**src/icg_pkg.sv**
```systemverilog
// package: register map, field layout, reset values and modes of the clock generator
package icg_pkg;
    // ************************************************************
    // register offsets (byte addresses, one word each)
    // ************************************************************
    localparam logic [11:0] ctrl_one_off    = 12'h000;  // clock_ctrl_one
    localparam logic [11:0] ctrl_two_off    = 12'h004;  // clock_ctrl_two
    localparam logic [11:0] trim_off        = 12'h008;  // int_ref_trim_reg
    localparam logic [11:0] status_off      = 12'h00c;  // clock_status_ctrl
    localparam logic [11:0] mode_ctrl_off   = 12'h010;  // stop request, debug active
    localparam logic [11:0] mode_status_off = 12'h014;  // current mode
    // ************************************************************
    // field positions
    // ************************************************************
    localparam int clk_sel_lsb    = 6;  // clk_source_sel [7:6]
    localparam int ref_div_lsb    = 3;  // fll_ref_divider [5:3]
    localparam int ref_sel_bit    = 2;  // fll_ref_select
    localparam int ir_oen_bit     = 1;  // int_ref_out_enable
    localparam int ir_keep_bit    = 0;  // int_ref_stop_keep
    localparam int bus_div_lsb    = 6;  // bus_divider [7:6]
    localparam int range_bit      = 5;  // oscillator frequency range
    localparam int hgo_bit        = 4;  // osc_high_gain
    localparam int lp_bit         = 3;  // fll_off_in_bypass
    localparam int er_sel_bit     = 2;  // ext_ref_select
    localparam int er_oen_bit     = 1;  // ext_ref_out_enable
    localparam int er_keep_bit    = 0;  // ext_ref_stop_keep
    localparam int ir_stat_bit    = 4;  // int_ref_status
    localparam int clk_stat_lsb   = 2;  // clk_source_status [3:2]
    localparam int osc_rdy_bit    = 1;  // osc_ready_flag
    localparam int fine_trim_bit_bit      = 0;  // fine_trim_bit
    localparam int stop_req_bit   = 0;  // mode control: enter stop
    localparam int dbg_act_bit    = 1;  // mode control: debug active
    // ************************************************************
    // reset values
    // ************************************************************
    localparam logic [7:0] ctrl_one_rst = 8'h04;  // fll, div 1, internal reference
    localparam logic [7:0] ctrl_two_rst = 8'h40;  // bus divide by 2
    localparam logic [7:0] trim_rst     = 8'h80;  // mid-scale trim
    localparam logic       fine_trim_bit_rst    = 1'b0;
    // ************************************************************
    // clock source codes and modes
    // ************************************************************
    localparam logic [1:0] sel_fll = 2'h0;
    localparam logic [1:0] sel_int = 2'h1;
    localparam logic [1:0] sel_ext = 2'h2;
    localparam logic [1:0] sel_rsv = 2'h3;
    typedef enum logic [2:0] {
        engaged_internal_mode,
        engaged_external_mode,
        bypassed_internal_mode,
        bypassed_internal_lowpower_mode,
        bypassed_external_mode,
        bypassed_external_lowpower_mode,
        stop_mode
    } icg_mode_e;
endpackage : icg_pkg

```
**src/icg_clock_gen.sv**
```systemverilog
// clock generator: source select, reference and bus dividers, mode control, apb registers
//
// Function
// - select 00 fll, 01 internal, 10 external
// - reserved select 11 acts as fll
// - reference divider divides by two to field
// - reference select: 1 internal, 0 external
// - internal reference output follows its enable
// - stop keep-bit keeps internal reference running if its output is enabled or it was in use before stop
// - bus clock is half generator output
// - bus divider ratios 1, 2, 4, 8
// - debug clock is oscillator divided by two
// - reset starts in engaged internal mode
// - engaged internal: fll output, fll debug
// - engaged external: fll output, fll debug
// - bypassed internal: fll on, internal output
// - bypassed internal lowpower: fll off, no debug
// - bypassed external: fll on, external output
// - bypassed external lowpower: fll off, no debug
// - stop: no system or debug clock
// - nine trim bits adjust internal reference
// - drive oscillator control outputs
// - bus divider reset value divides by two
// - low-power bit disables fll in bypass modes unless debug
// - larger trim gives longer reference period
`timescale 1ns/10ps
module icg_clock_gen #(
    parameter int ref_div_w = 3,  // reference divider code width
    parameter int bus_div_w = 2   // bus divider code width
) (
    input  wire  logic        pclk,
    input  wire  logic        presetn,
    input  wire  logic        psel,
    input  wire  logic        penable,
    input  wire  logic        pwrite,
    input  wire  logic [11:0] paddr,
    input  wire  logic [31:0] pwdata,
    output logic [31:0]       prdata,
    output logic              pready,
    output logic              pslverr,
    input  wire  logic        int_ref_clk_in,    // internal reference, async
    input  wire  logic        ext_ref_clk_in,    // external reference, async
    input  wire  logic        dco_clk_in,        // controlled_oscillator output, async
    input  wire  logic        osc_ready_in,      // crystal_osc_block started, async
    output logic              clock_gen_output,  // selected source after bus divider
    output logic              bus_clk_en,        // one-cycle pulse at half output rate
    output logic              background_debug_clock,
    output logic              int_ref_clock_out,
    output logic              ext_ref_clock_out,
    output logic              fll_enable,
    output logic              fll_ref_clk,       // divided fll reference
    output logic [8:0]        int_ref_trim,      // nine trim bits to the oscillator
    output logic              int_ref_run,
    output logic              osc_high_gain,
    output logic              osc_range,
    output logic              ext_ref_select,
    output logic              ext_ref_out_enable,
    output logic              ext_ref_stop_keep
);
    // ************************************************************
    // registers
    // ************************************************************
    logic [7:0] ctrl_one_q;   // clock_ctrl_one
    logic [7:0] ctrl_two_q;   // clock_ctrl_two
    logic [7:0] trim_q;       // int_ref_trim_reg
    logic       fine_trim_bit_q;      // fine trim in status register
    logic       stop_q;       // stop request from power control
    logic       dbg_q;        // background_debug_active
    logic       ir_prev_q;    // internal-referenced mode before stop
    icg_pkg::icg_mode_e mode_q;  // current mode

    // field views
    logic [1:0]           clk_sel;
    logic [1:0]           clk_eff;
    logic [ref_div_w-1:0] ref_div;
    logic [bus_div_w-1:0] bus_div;
    logic                 ref_int;
    logic                 lp;

    assign clk_sel = ctrl_one_q[icg_pkg::clk_sel_lsb +: 2];
    assign ref_div = ctrl_one_q[icg_pkg::ref_div_lsb +: ref_div_w];
    assign ref_int = ctrl_one_q[icg_pkg::ref_sel_bit];
    assign bus_div = ctrl_two_q[icg_pkg::bus_div_lsb +: bus_div_w];
    assign lp      = ctrl_two_q[icg_pkg::lp_bit];
    // reserved code behaves as the fll selection
    assign clk_eff = (clk_sel == icg_pkg::sel_rsv) ? icg_pkg::sel_fll : clk_sel;

    // ************************************************************
    // apb slave: zero wait states, error on unmapped address
    // ************************************************************
    logic wr_en;
    logic rd_en;
    logic mapped;
    assign wr_en  = psel && penable && pwrite;
    assign rd_en  = psel && penable && !pwrite;
    assign mapped = (paddr == icg_pkg::ctrl_one_off) || (paddr == icg_pkg::ctrl_two_off) ||
                    (paddr == icg_pkg::trim_off) || (paddr == icg_pkg::status_off) ||
                    (paddr == icg_pkg::mode_ctrl_off) || (paddr == icg_pkg::mode_status_off);

    // control register writes
    always_ff @(posedge pclk or negedge presetn) begin
        if (!presetn) begin
            ctrl_one_q <= icg_pkg::ctrl_one_rst;
            ctrl_two_q <= icg_pkg::ctrl_two_rst;
        end else if (wr_en) begin
            if (paddr == icg_pkg::ctrl_one_off) begin
                ctrl_one_q <= pwdata[7:0];
            end
            if (paddr == icg_pkg::ctrl_two_off) begin
                ctrl_two_q <= pwdata[7:0];
            end
        end
    end

    // trim: eight coarse bits, one fine
    always_ff @(posedge pclk or negedge presetn) begin
        if (!presetn) begin
            trim_q  <= icg_pkg::trim_rst;
            fine_trim_bit_q <= icg_pkg::fine_trim_bit_rst;
        end else if (wr_en) begin
            if (paddr == icg_pkg::trim_off) begin
                trim_q <= pwdata[7:0];
            end
            if (paddr == icg_pkg::status_off) begin
                fine_trim_bit_q <= pwdata[icg_pkg::fine_trim_bit_bit];  // only writable status bit
            end
        end
    end

    // stop request and debug-active flag
    always_ff @(posedge pclk or negedge presetn) begin
        if (!presetn) begin
            stop_q <= 1'b0;
            dbg_q  <= 1'b0;
        end else if (wr_en && paddr == icg_pkg::mode_ctrl_off) begin
            stop_q <= pwdata[icg_pkg::stop_req_bit];
            dbg_q  <= pwdata[icg_pkg::dbg_act_bit];
        end
    end

    // ************************************************************
    // synchronisers for asynchronous inputs
    // ************************************************************
    logic [3:0] async_in;
    logic [3:0] sync1_q;
    logic [3:0] sync2_q;
    assign async_in = {osc_ready_in, dco_clk_in, ext_ref_clk_in, int_ref_clk_in};
    genvar gi;
    generate
        for (gi = 0; gi < 4; gi++) begin : g_sync
            // two flops each; only the second is read by logic
            always_ff @(posedge pclk or negedge presetn) begin
                if (!presetn) begin
                    sync1_q[gi] <= 1'b0;
                    sync2_q[gi] <= 1'b0;
                end else begin
                    sync1_q[gi] <= async_in[gi];
                    sync2_q[gi] <= sync1_q[gi];
                end
            end
        end
    endgenerate
    logic ir_s, er_s, dco_s, osc_rdy_s;
    assign ir_s      = sync2_q[0];
    assign er_s      = sync2_q[1];
    assign dco_s     = sync2_q[2];
    assign osc_rdy_s = sync2_q[3];

    // ************************************************************
    // mode derivation
    // ************************************************************
    icg_pkg::icg_mode_e mode_d;
    always_comb begin
        if (stop_q) begin
            mode_d = icg_pkg::stop_mode;
        end else begin
            unique case (clk_eff)
                icg_pkg::sel_int: mode_d = (lp && !dbg_q) ?
                    icg_pkg::bypassed_internal_lowpower_mode : icg_pkg::bypassed_internal_mode;
                icg_pkg::sel_ext: mode_d = (lp && !dbg_q) ?
                    icg_pkg::bypassed_external_lowpower_mode : icg_pkg::bypassed_external_mode;
                default: mode_d = ref_int ?
                    icg_pkg::engaged_internal_mode : icg_pkg::engaged_external_mode;
            endcase
        end
    end

    // registered mode; notes internal reference before stop
    always_ff @(posedge pclk or negedge presetn) begin
        if (!presetn) begin
            mode_q    <= icg_pkg::engaged_internal_mode;
            ir_prev_q <= 1'b1;
        end else begin
            mode_q <= mode_d;
            if (mode_q != icg_pkg::stop_mode) begin
                // any internally referenced mode
                ir_prev_q <= (mode_q == icg_pkg::engaged_internal_mode) ||
                             (mode_q == icg_pkg::bypassed_internal_mode) ||
                             (mode_q == icg_pkg::bypassed_internal_lowpower_mode);
            end
        end
    end

    // ************************************************************
    // fll reference divider: 2**code, from synchronised reference edges
    // ************************************************************
    logic       ref_src;
    logic       ref_src_q;
    logic [6:0] ref_cnt_q;
    logic       ref_out_q;
    assign ref_src = ref_int ? ir_s : er_s;
    always_ff @(posedge pclk or negedge presetn) begin
        if (!presetn) begin
            ref_src_q <= 1'b0;
            ref_cnt_q <= 7'h00;
            ref_out_q <= 1'b0;
        end else begin
            ref_src_q <= ref_src;
            if (ref_div == '0) begin
                ref_out_q <= ref_src;  // divide by 1 passes through
                ref_cnt_q <= 7'h00;
            end else if (ref_src && !ref_src_q) begin
                // toggle every 2**(code-1) rising edges: divide by 2**code
                if (ref_cnt_q >= (7'h01 << (ref_div - 1'b1)) - 7'h01) begin
                    ref_cnt_q <= 7'h00;
                    ref_out_q <= !ref_out_q;
                end else begin
                    ref_cnt_q <= ref_cnt_q + 7'h01;
                end
            end
        end
    end

    // ************************************************************
    // source selection and bus divider; switching on divider wrap, or while source low at divide by 1
    // ************************************************************
    logic       fll_on;
    logic       src_clk;
    logic [1:0] src_sel_q;
    logic [3:0] bus_cnt_q;
    logic       out_q;
    logic       dco_q;
    logic       src_q;
    assign fll_on = (mode_q == icg_pkg::engaged_internal_mode) ||
                    (mode_q == icg_pkg::engaged_external_mode) ||
                    (mode_q == icg_pkg::bypassed_internal_mode) ||
                    (mode_q == icg_pkg::bypassed_external_mode);
    always_comb begin
        unique case (src_sel_q)
            icg_pkg::sel_int: src_clk = ir_s;
            icg_pkg::sel_ext: src_clk = er_s;
            default:          src_clk = dco_s;
        endcase
    end

    // bus divider counts source edges; output toggles at 2**(code-1)
    always_ff @(posedge pclk or negedge presetn) begin
        if (!presetn) begin
            src_sel_q <= icg_pkg::sel_fll;
            bus_cnt_q <= 4'h0;
            out_q     <= 1'b0;
            dco_q     <= 1'b0;
            src_q     <= 1'b0;
        end else begin
            dco_q <= dco_s;
            src_q <= src_clk;
            if (mode_q == icg_pkg::stop_mode) begin
                out_q     <= 1'b0;
                bus_cnt_q <= 4'h0;
            end else if (bus_div == '0) begin
                out_q <= src_clk;
                // switch while low: no runt pulse
                if (!src_clk) begin
                    src_sel_q <= clk_eff;
                end
            end else begin
                // count rising source edges, wrap at the ratio
                if (src_clk && !src_q) begin
                    bus_cnt_q <= (bus_cnt_q >= (4'h1 << bus_div) - 4'h1) ? 4'h0 : bus_cnt_q + 4'h1;
                end
                out_q <= (bus_cnt_q < (4'h1 << (bus_div - 1'b1)));
                if (bus_cnt_q == 4'h0 && !out_q) begin
                    src_sel_q <= clk_eff;
                end
            end
        end
    end

    // bus enable pulse, debug clock halves dco
    logic bus_ph_q;
    logic out_prev_q;
    logic bdc_q;
    always_ff @(posedge pclk or negedge presetn) begin
        if (!presetn) begin
            bus_ph_q   <= 1'b0;
            out_prev_q <= 1'b0;
            bdc_q      <= 1'b0;
            bus_clk_en <= 1'b0;
        end else begin
            out_prev_q <= out_q;
            bus_clk_en <= 1'b0;
            if (out_q && !out_prev_q) begin
                bus_ph_q   <= !bus_ph_q;
                bus_clk_en <= bus_ph_q;
            end
            if (!fll_on) begin
                bdc_q <= 1'b0;
            end else if (dco_s && !dco_q) begin
                bdc_q <= !bdc_q;
            end
        end
    end

    // ************************************************************
    // registered outputs
    // ************************************************************
    logic ir_run_d;
    always_comb begin
        if (mode_q == icg_pkg::stop_mode) begin
            ir_run_d = ctrl_one_q[icg_pkg::ir_keep_bit] &&
                       (ctrl_one_q[icg_pkg::ir_oen_bit] || ir_prev_q);
        end else begin
            ir_run_d = 1'b1;
        end
    end
    always_ff @(posedge pclk or negedge presetn) begin
        if (!presetn) begin
            clock_gen_output       <= 1'b0;
            background_debug_clock <= 1'b0;
            int_ref_clock_out      <= 1'b0;
            ext_ref_clock_out      <= 1'b0;
            fll_enable             <= 1'b0;
            fll_ref_clk            <= 1'b0;
            int_ref_trim           <= 9'h000;
            int_ref_run            <= 1'b0;
            osc_high_gain          <= 1'b0;
            osc_range              <= 1'b0;
            ext_ref_select         <= 1'b0;
            ext_ref_out_enable     <= 1'b0;
            ext_ref_stop_keep      <= 1'b0;
        end else begin
            clock_gen_output       <= out_q;
            background_debug_clock <= bdc_q;
            // gated by enable and run
            int_ref_clock_out      <= ctrl_one_q[icg_pkg::ir_oen_bit] && ir_run_d && ir_s;
            ext_ref_clock_out      <= ctrl_two_q[icg_pkg::er_oen_bit] && er_s;
            fll_enable             <= fll_on;
            fll_ref_clk            <= fll_on && ref_out_q;
            int_ref_trim           <= {trim_q, fine_trim_bit_q};
            int_ref_run            <= ir_run_d;
            osc_high_gain          <= ctrl_two_q[icg_pkg::hgo_bit];
            osc_range              <= ctrl_two_q[icg_pkg::range_bit];
            ext_ref_select         <= ctrl_two_q[icg_pkg::er_sel_bit];
            ext_ref_out_enable     <= ctrl_two_q[icg_pkg::er_oen_bit];
            ext_ref_stop_keep      <= ctrl_two_q[icg_pkg::er_keep_bit];
        end
    end

    // ************************************************************
    // apb read data and answer
    // ************************************************************
    logic [7:0] rd_d;
    always_comb begin
        rd_d = 8'h00;
        unique case (paddr)
            icg_pkg::ctrl_one_off: rd_d = ctrl_one_q;
            icg_pkg::ctrl_two_off: rd_d = ctrl_two_q;
            icg_pkg::trim_off:     rd_d = trim_q;
            icg_pkg::status_off: begin
                rd_d[icg_pkg::ir_stat_bit]       = ref_int;
                rd_d[icg_pkg::clk_stat_lsb +: 2] = src_sel_q;
                rd_d[icg_pkg::osc_rdy_bit]       = osc_rdy_s;
                rd_d[icg_pkg::fine_trim_bit_bit]         = fine_trim_bit_q;
            end
            icg_pkg::mode_ctrl_off: rd_d = {6'h00, dbg_q, stop_q};
            icg_pkg::mode_status_off: rd_d = {5'h00, mode_q};
            default: rd_d = 8'h00;
        endcase
    end
    always_ff @(posedge pclk or negedge presetn) begin
        if (!presetn) begin
            prdata  <= 32'h0000_0000;
            pready  <= 1'b0;
            pslverr <= 1'b0;
        end else begin
            // registered in setup phase so access phase sees it at once
            pready  <= psel && !penable;
            pslverr <= psel && !penable && !mapped;
            prdata  <= (psel && !penable && !pwrite) ? {24'h000000, rd_d} : 32'h0000_0000;
        end
    end
endmodule : icg_clock_gen

```
**config.mk**
```make
export PLATFORM = sky130hd
export DESIGN_NAME = icg_clock_gen
export DESIGN_NICKNAME = d
export VERILOG_FILES = /design/src/icg_pkg.sv /design/src/icg_clock_gen.sv
export SDC_FILE = /design/constraint.sdc
export NUM_CORES = 1
export LEC_CHECK = 0
export ABC_AREA = 1
export BUFFER_PORTS_ARGS = -buffer_cell sky130_fd_sc_hd__buf_4
export CAP_MARGIN = 0
export CORE_MARGIN = 10
export CORE_UTILIZATION = 35
export DETAILED_ROUTE_END_ITERATION = 16
export SYNTH_ARGS = -nofsm -noshare
export SYNTH_HDL_FRONTEND = slang
export SYNTH_SLANG_ARGS = --single-unit
export TNS_END_PERCENT = 50
```
**constraint.sdc**
```tcl
create_clock -name pclk -period 2.8 [get_ports pclk]
set_input_delay 0 -clock pclk [delete_from_list [all_inputs] [get_ports pclk]]
set_output_delay 0 -clock pclk [all_outputs]
set_load 0.02 [all_outputs]
```
After elaboration in Yosys (flattened, before gate mapping)
Index checks and enable logic that the tools add are counted.
{"block": "word_totals", "regBits": 91, "input_bits": 53, "output_inout_bits": 56, "word_cells": 161}
{"block": "classes", "n_addsub": 6, "n_lt_le_gt_ge": 3, "n_eq_ne": 19, "shift": 3, "n_mux": 30, "n_bitwise": 1, "reduce_logical": 56}
{"operator": "case mux 5 bit (6 select lines)", "count": 1}
{"operator": "equality test 12 x 4 -> 1 bit, second input constant", "count": 2}
{"operator": "equality test 12 x 5 -> 1 bit, second input constant", "count": 2}
{"operator": "two-way mux 7 bit", "count": 3}
{"operator": "logical AND 1 bit", "count": 17}
{"operator": "two-way mux 4 bit", "count": 4}
{"operator": "two-way mux 1 bit", "count": 13}
{"operator": "equality test 12 x 3 -> 1 bit, second input constant", "count": 1}
{"operator": "logical NOT 1 bit", "count": 12}
{"operator": "logical NOT 12 bit", "count": 1}
{"operator": "AND reduction 2 bit", "count": 6}
{"operator": "logical OR 1 bit", "count": 11}
{"operator": "case mux 3 bit (3 select lines)", "count": 1}
{"operator": "two-way mux 2 bit", "count": 4}
{"operator": "two-way mux 8 bit", "count": 1}
{"operator": "nonzero test 2 bit", "count": 4}
{"operator": "<< shifter 1 x 2 -> 4 bit, first input constant", "count": 2}
{"operator": "adder 7 x 1 -> 7 bit, second input constant", "count": 1}
{"operator": "greater-or-equal comparator 7 bit", "count": 1}
{"operator": "<< shifter 1 x 3 -> 7 bit, first input constant", "count": 1}
{"operator": "subtractor 7 x 1 -> 7 bit, second input constant", "count": 1}
{"operator": "equality test 2 bit, second input constant", "count": 3}
{"operator": "equality test 3 x 2 -> 1 bit, second input constant", "count": 2}
{"operator": "equality test 3 bit, second input constant", "count": 2}
{"operator": "other kinds (19)", "count": 22}

Longest topological paths before layout
{"block": "logic_depth", "ltp_word": 8, "mapped_depth": 14, "ltp_nobuf": 14}

Least setup slack after synthesis
Ideal clock, no wire load.
{"block": "synth_timing", "path_kind": "register to register", "from": "register ctrl_one_q[5]", "to": "register ref_cnt_q[3]", "setup_ns": 0.071, "arrival_ns": 1.952, "required_time_ns": 2.729, "setup_slack_ns": 0.776, "path_stages_with_launch": 15, "path_buffers": 0, "synth_period_minus_slack_ns": 2.024, "path_cell_list": "dfrtp_1 -> inv_1 -> nand3_1 -> ha_1 -> inv_1 -> nor2_1 -> nor2_1 -> ha_1 -> nand3_1 -> nand2_1 -> o21ai_0 -> nand2_1 -> nand2_1 -> inv_1 -> nor2_1"}
{"block": "synth_via", "elab_chain_cells": 7, "word_cells_on_any_way": 9, "cone_classes": "add/sub: 2; order compare: 1; shift: 1; mux: 3; reduce/logical: 2"}
{"item": "from (decl)", "line_no": "icg_clock_gen.sv:63", "text": "logic [7:0] ctrl_one_q;"}
{"item": "from (signal assigned)", "line_no": "icg_clock_gen.sv:103", "text": "ctrl_one_q <= icg_pkg::ctrl_one_rst;"}
{"item": "from (signal assigned)", "line_no": "icg_clock_gen.sv:107", "text": "ctrl_one_q <= pwdata[7:0];"}
{"item": "subtractor 3 x 1 -> 3 bit", "line_no": "icg_clock_gen.sv:224", "text": "if (ref_cnt_q >= (7'h01 << (ref_div - 1'b1)) - 7'h01) begin"}
{"item": "<< shifter 1 x 3 -> 7 bit", "line_no": "icg_clock_gen.sv:224"}
{"item": "subtractor 7 x 1 -> 7 bit", "line_no": "icg_clock_gen.sv:224"}
{"item": "greater-or-equal comparator 7 bit", "line_no": "icg_clock_gen.sv:224"}
{"item": "two-way mux 7 bit", "line_no": "icg_clock_gen.sv:224"}
{"item": "two-way mux 7 bit", "line_no": "icg_clock_gen.sv:222", "text": "end else if (ref_src && !ref_src_q) begin"}
{"item": "two-way mux 7 bit", "line_no": "icg_clock_gen.sv:219", "text": "if (ref_div == '0) begin"}
{"item": "to (signal assigned)", "line_no": "icg_clock_gen.sv:228", "text": "ref_cnt_q <= ref_cnt_q + 7'h01;"}
{"item": "to (decl)", "line_no": "icg_clock_gen.sv:209", "text": "logic [6:0] ref_cnt_q;"}
Parallel ways exist; a longest one is shown, timed or not. The select of a mux whose other input is x is not followed.
A chain may end at the register's enable or synchronous reset.

Worst setup path after layout
{"block": "layout_timing", "from": "register ctrl_one_q[5]", "to": "register ref_cnt_q[5]"}
The elaborated chain is that of the path after synthesis.

==> impl_metrics.py <==
metrics = {
    "timing": {
        "rsz0062_at_grt": "false",
        "setup_viol": 0,
        "fin_setup_tns_ns": 0,
        "hold_violations": 0,
        "fmax_mhz": 429,
        "holdWs_ns": 0.0209,
        "finClkSkew_ns": 0.00576,
        "final.min_clock_period_ns": 2.33,
        "fin_crit_sh_pct": 83.2,
        "slew_violations": 0,
    },
    "placed_design": {
        "port_buffers": 60,
        "globalplace.congestion": 0.848,
        "dp_hpwl_um": 7800,
        "dp_cells": 748,
    },
    "route": {
        "first_iter_violations": 247,
        "final_antenna_net_count": 0,
        "avgRoutedWirePerCell_um": 13.0,
        "routed_wl_um": 10100,
        "drc": 0,
        "vias": 3444,
        "routed_via_density": 4.43,
        "firstDrtPassIters": 4,
    },
    "synth": {
        "synth-edff-count": 0,
        "synthCells": 520,
        "ys_seq_area_share_pct": 49.6,
        "syn_area_sq_mm": 0.00460,
        "yosysWarningCount": 0,
        "ys_types": 37,
        "async_flop_share_pct": 100,
        "synth_seq_cells": 91,
        "synthFlopType": "dfrtp_1",
        "avgSynthCellArea_sq_um": 8.85,
    },
    "global_routing": {
        "grt_overflow": 0,
        "grt_use_total_pct": 11.5,
        "grt_pass1_wl_um": 17000,
        "gr-usage-met1_pct": 13.9,
        "busiest_layer": "met2",
        "grt_max_degree": 33,
        "grt_pass1_vias": 3525,
        "grtUsageMet2_pct": 19.3,
        "use_met3_pct": 3.71,
        "antenna_found_initial": 0,
    },
    "cts": {
        "cts_buffers": 9,
        "cts_tree": "yes",
        "clkSinkCount": 91,
        "cts_post_setup_buffers_inserted": 0,
        "cts-resized-gates": 0,
        "worstSkewPairLatency_ns": 0.34,
        "clockRootBuffer": "clkbuf_16",
        "path_clk_slew_ns": 0.06,
        "ctsHoldBuffers": 14,
        "cts-htree-levels": 3,
        "clk_path_buf_depth": 2,
    },
    "power_and_ir_drop": {
        "ir_worst_vdd_mv": 0.266,
        "cellPowerDensity_mw_per_mm2": 494,
        "leakage_nw": 2.92,
    },
    "floorplanning": {
        "floorplan.rows": 41,
        "core_area_sq_mm": 0.0128,
        "die_h_um": 135,
        "num_io_pins": 109,
        "die_area_sq_mm": 0.0181,
        "die_width_um": 135,
        "start_util_pct": 36.0,
    },
    "final_layout": {
        "drive_gt1_share_pct": 21.5,
        "fill_cells": 1220,
        "syn2layout_area_growth_pct": 20.8,
        "nets": 675,
        "antennaDiodeCount": 0,
        "seqCellArea_sq_mm": 0.00228,
        "multi_input_area_sq_mm": 0.00190,
        "largest_reg_flops": 9,
        "finalNonFillerCells": 778,
    },
    "worst_setup_path": {
        "endpoint_kind": "register",
        "critPathMaxFanout": 5,
        "path_class": "register to register",
        "start_kind": "register",
        "arrival_ns": 2.61,
        "reg2reg_depth": 14,
        "required_ns": 3.08,
    },
    "flow_run": {
        "drv_cap": 0,
    },
    "min_path": {
        "min_path_cells": 3,
        "hold_class": "primary input to register",
    },
    "outcome": {
        "outcome": "finished clean",
    },
}
[worst paths after layout]
| path | endpoint | slack, ns | startpoint |
|---|---|---|---|
| setup / recovery | ref_cnt_q[5]$_DFFE_PN0P_ | 0.47 | ctrl_one_q[5]$_DFFE_PN0P_ |
| hold / removal | ctrl_two_q[1]$_DFFE_PN0P_ | 0.02 | pwdata[1] |
| setup reg to reg | ref_cnt_q[5]$_DFFE_PN0P_ | 0.47 | ctrl_one_q[5]$_DFFE_PN0P_ |
| hold reg to reg | er_s$_DFF_PN0_ | 0.35 | sync1_q[1]$_DFF_PN0_ |
| max in group asynchronous | trim_q[7]$_DFFE_PN1P_ | 1.88 | presetn |
| min in group asynchronous | bus_cnt_q[1]$_DFFE_PN0P_ | 0.14 | presetn |
[report_power, final]
group / switching, mW / internal, mW
clock network: 0.470 / 0.690
logic: 0.140 / 0.0796
registers: 0.0156 / 1.35
total: 0.626 / 2.12
[Yosys cell counts (5+ instances only)]
library cell	count	area, sq um
nand3_1	35	175
o21ai_0	17	85.1
nand2_4	6	67.6
nand2_2	5	31.3
inv_1	69	259
ha_1	21	263
buf_4	26	195
nor2_1	57	214
nand2_1	113	424
dfrtp_1	87	2180
nand4_1	6	37.5
o21ai_2	24	210
a21oi_1	8	40.0
[cells in the final DEF, fill, tap and decap left out, types with 2 or more instances in the layout]
cell type        n
nand2_1        113
dfrtp_1         87
inv_1           69
buf_4           62
nor2_1          57
nand3_1         35
o21ai_2         24
conb_1          24
ha_1            21
o21ai_0         17
dlygate4sd3_1   14
clkbuf_16        9
a21oi_1          8
nand2_4          6
nand4_1          6
nand2_2          5
inv_2            4
nor3_1           4
clkinv_2         4
clkbuf_1         4
dfstp_2          4
nor2_2           3
xnor2_1          3
xor2_1           3
nor2_4           2
nand3_2          2
or2_2            2
o21ai_1          2
[layout make-up]
cell class / count / share of cell area (%)
Clock inverter: 3 / 0.720
Sequential cell: 91 / 41.0
Inverter: 75 / 5.11
Clock buffer: 13 / 4.32
Timing Repair Buffer: 76 / 10.9
Multi-Input combinational cell: 348 / 34.1
Tap cell: 172 / 3.87
[per-layer routing]
layer  share of wire (%)  wire (um)
met5                   0          0
met4                 1.1        113
met3                 5.2        528
met2                  50       5010
met1                  44       4450
[critical path: stages, from the launching register on]
cell and delay, ns:
dfrtp_1 0.42, inv_1 0.14, nand3_1 0.14, ha_1 0.24
inv_1 0.08, nor2_1 0.06, o22ai_1 0.14, ha_1 0.27
a21oi_1 0.14, o21ai_0 0.08, nor2_1 0.13, nand2_1 0.09
nand2_1 0.16, inv_1 0.08, nor2_1 0.10
[cells by family (layout without fill, tap and decap cells)]
| group | Yosys count | in the layout | share of synthesized area (%) |
|---|---|---|---|
| flops | 91 | 91 | 49.6 |
| fa+ha+maj | 21 | 21 | 5.71 |
| buf+inv | 104 | 167 | 11.1 |
| simple gates | 238 | 238 | 23.6 |
| other cells | 1 | 24 | 0.0814 |
| compound gates | 59 | 59 | 8.78 |
| xor+xnor | 6 | 6 | 1.14 |
[metrics by stage]
stage	area (sq um)	worst slack, ns	power [mW]	util [%]
CTS	5560	0.446	2.78	43.5
floorplan	4690	0.776	1.52	-
global route	5560	0.154	2.87	43.5
finish	5560	0.471	2.75	43.5
global placement	5140	0.537	1.60	40.3
detailed placement	5140	0.472	1.60	40.3
No activity file was read; power rests on OpenSTA's default activity.
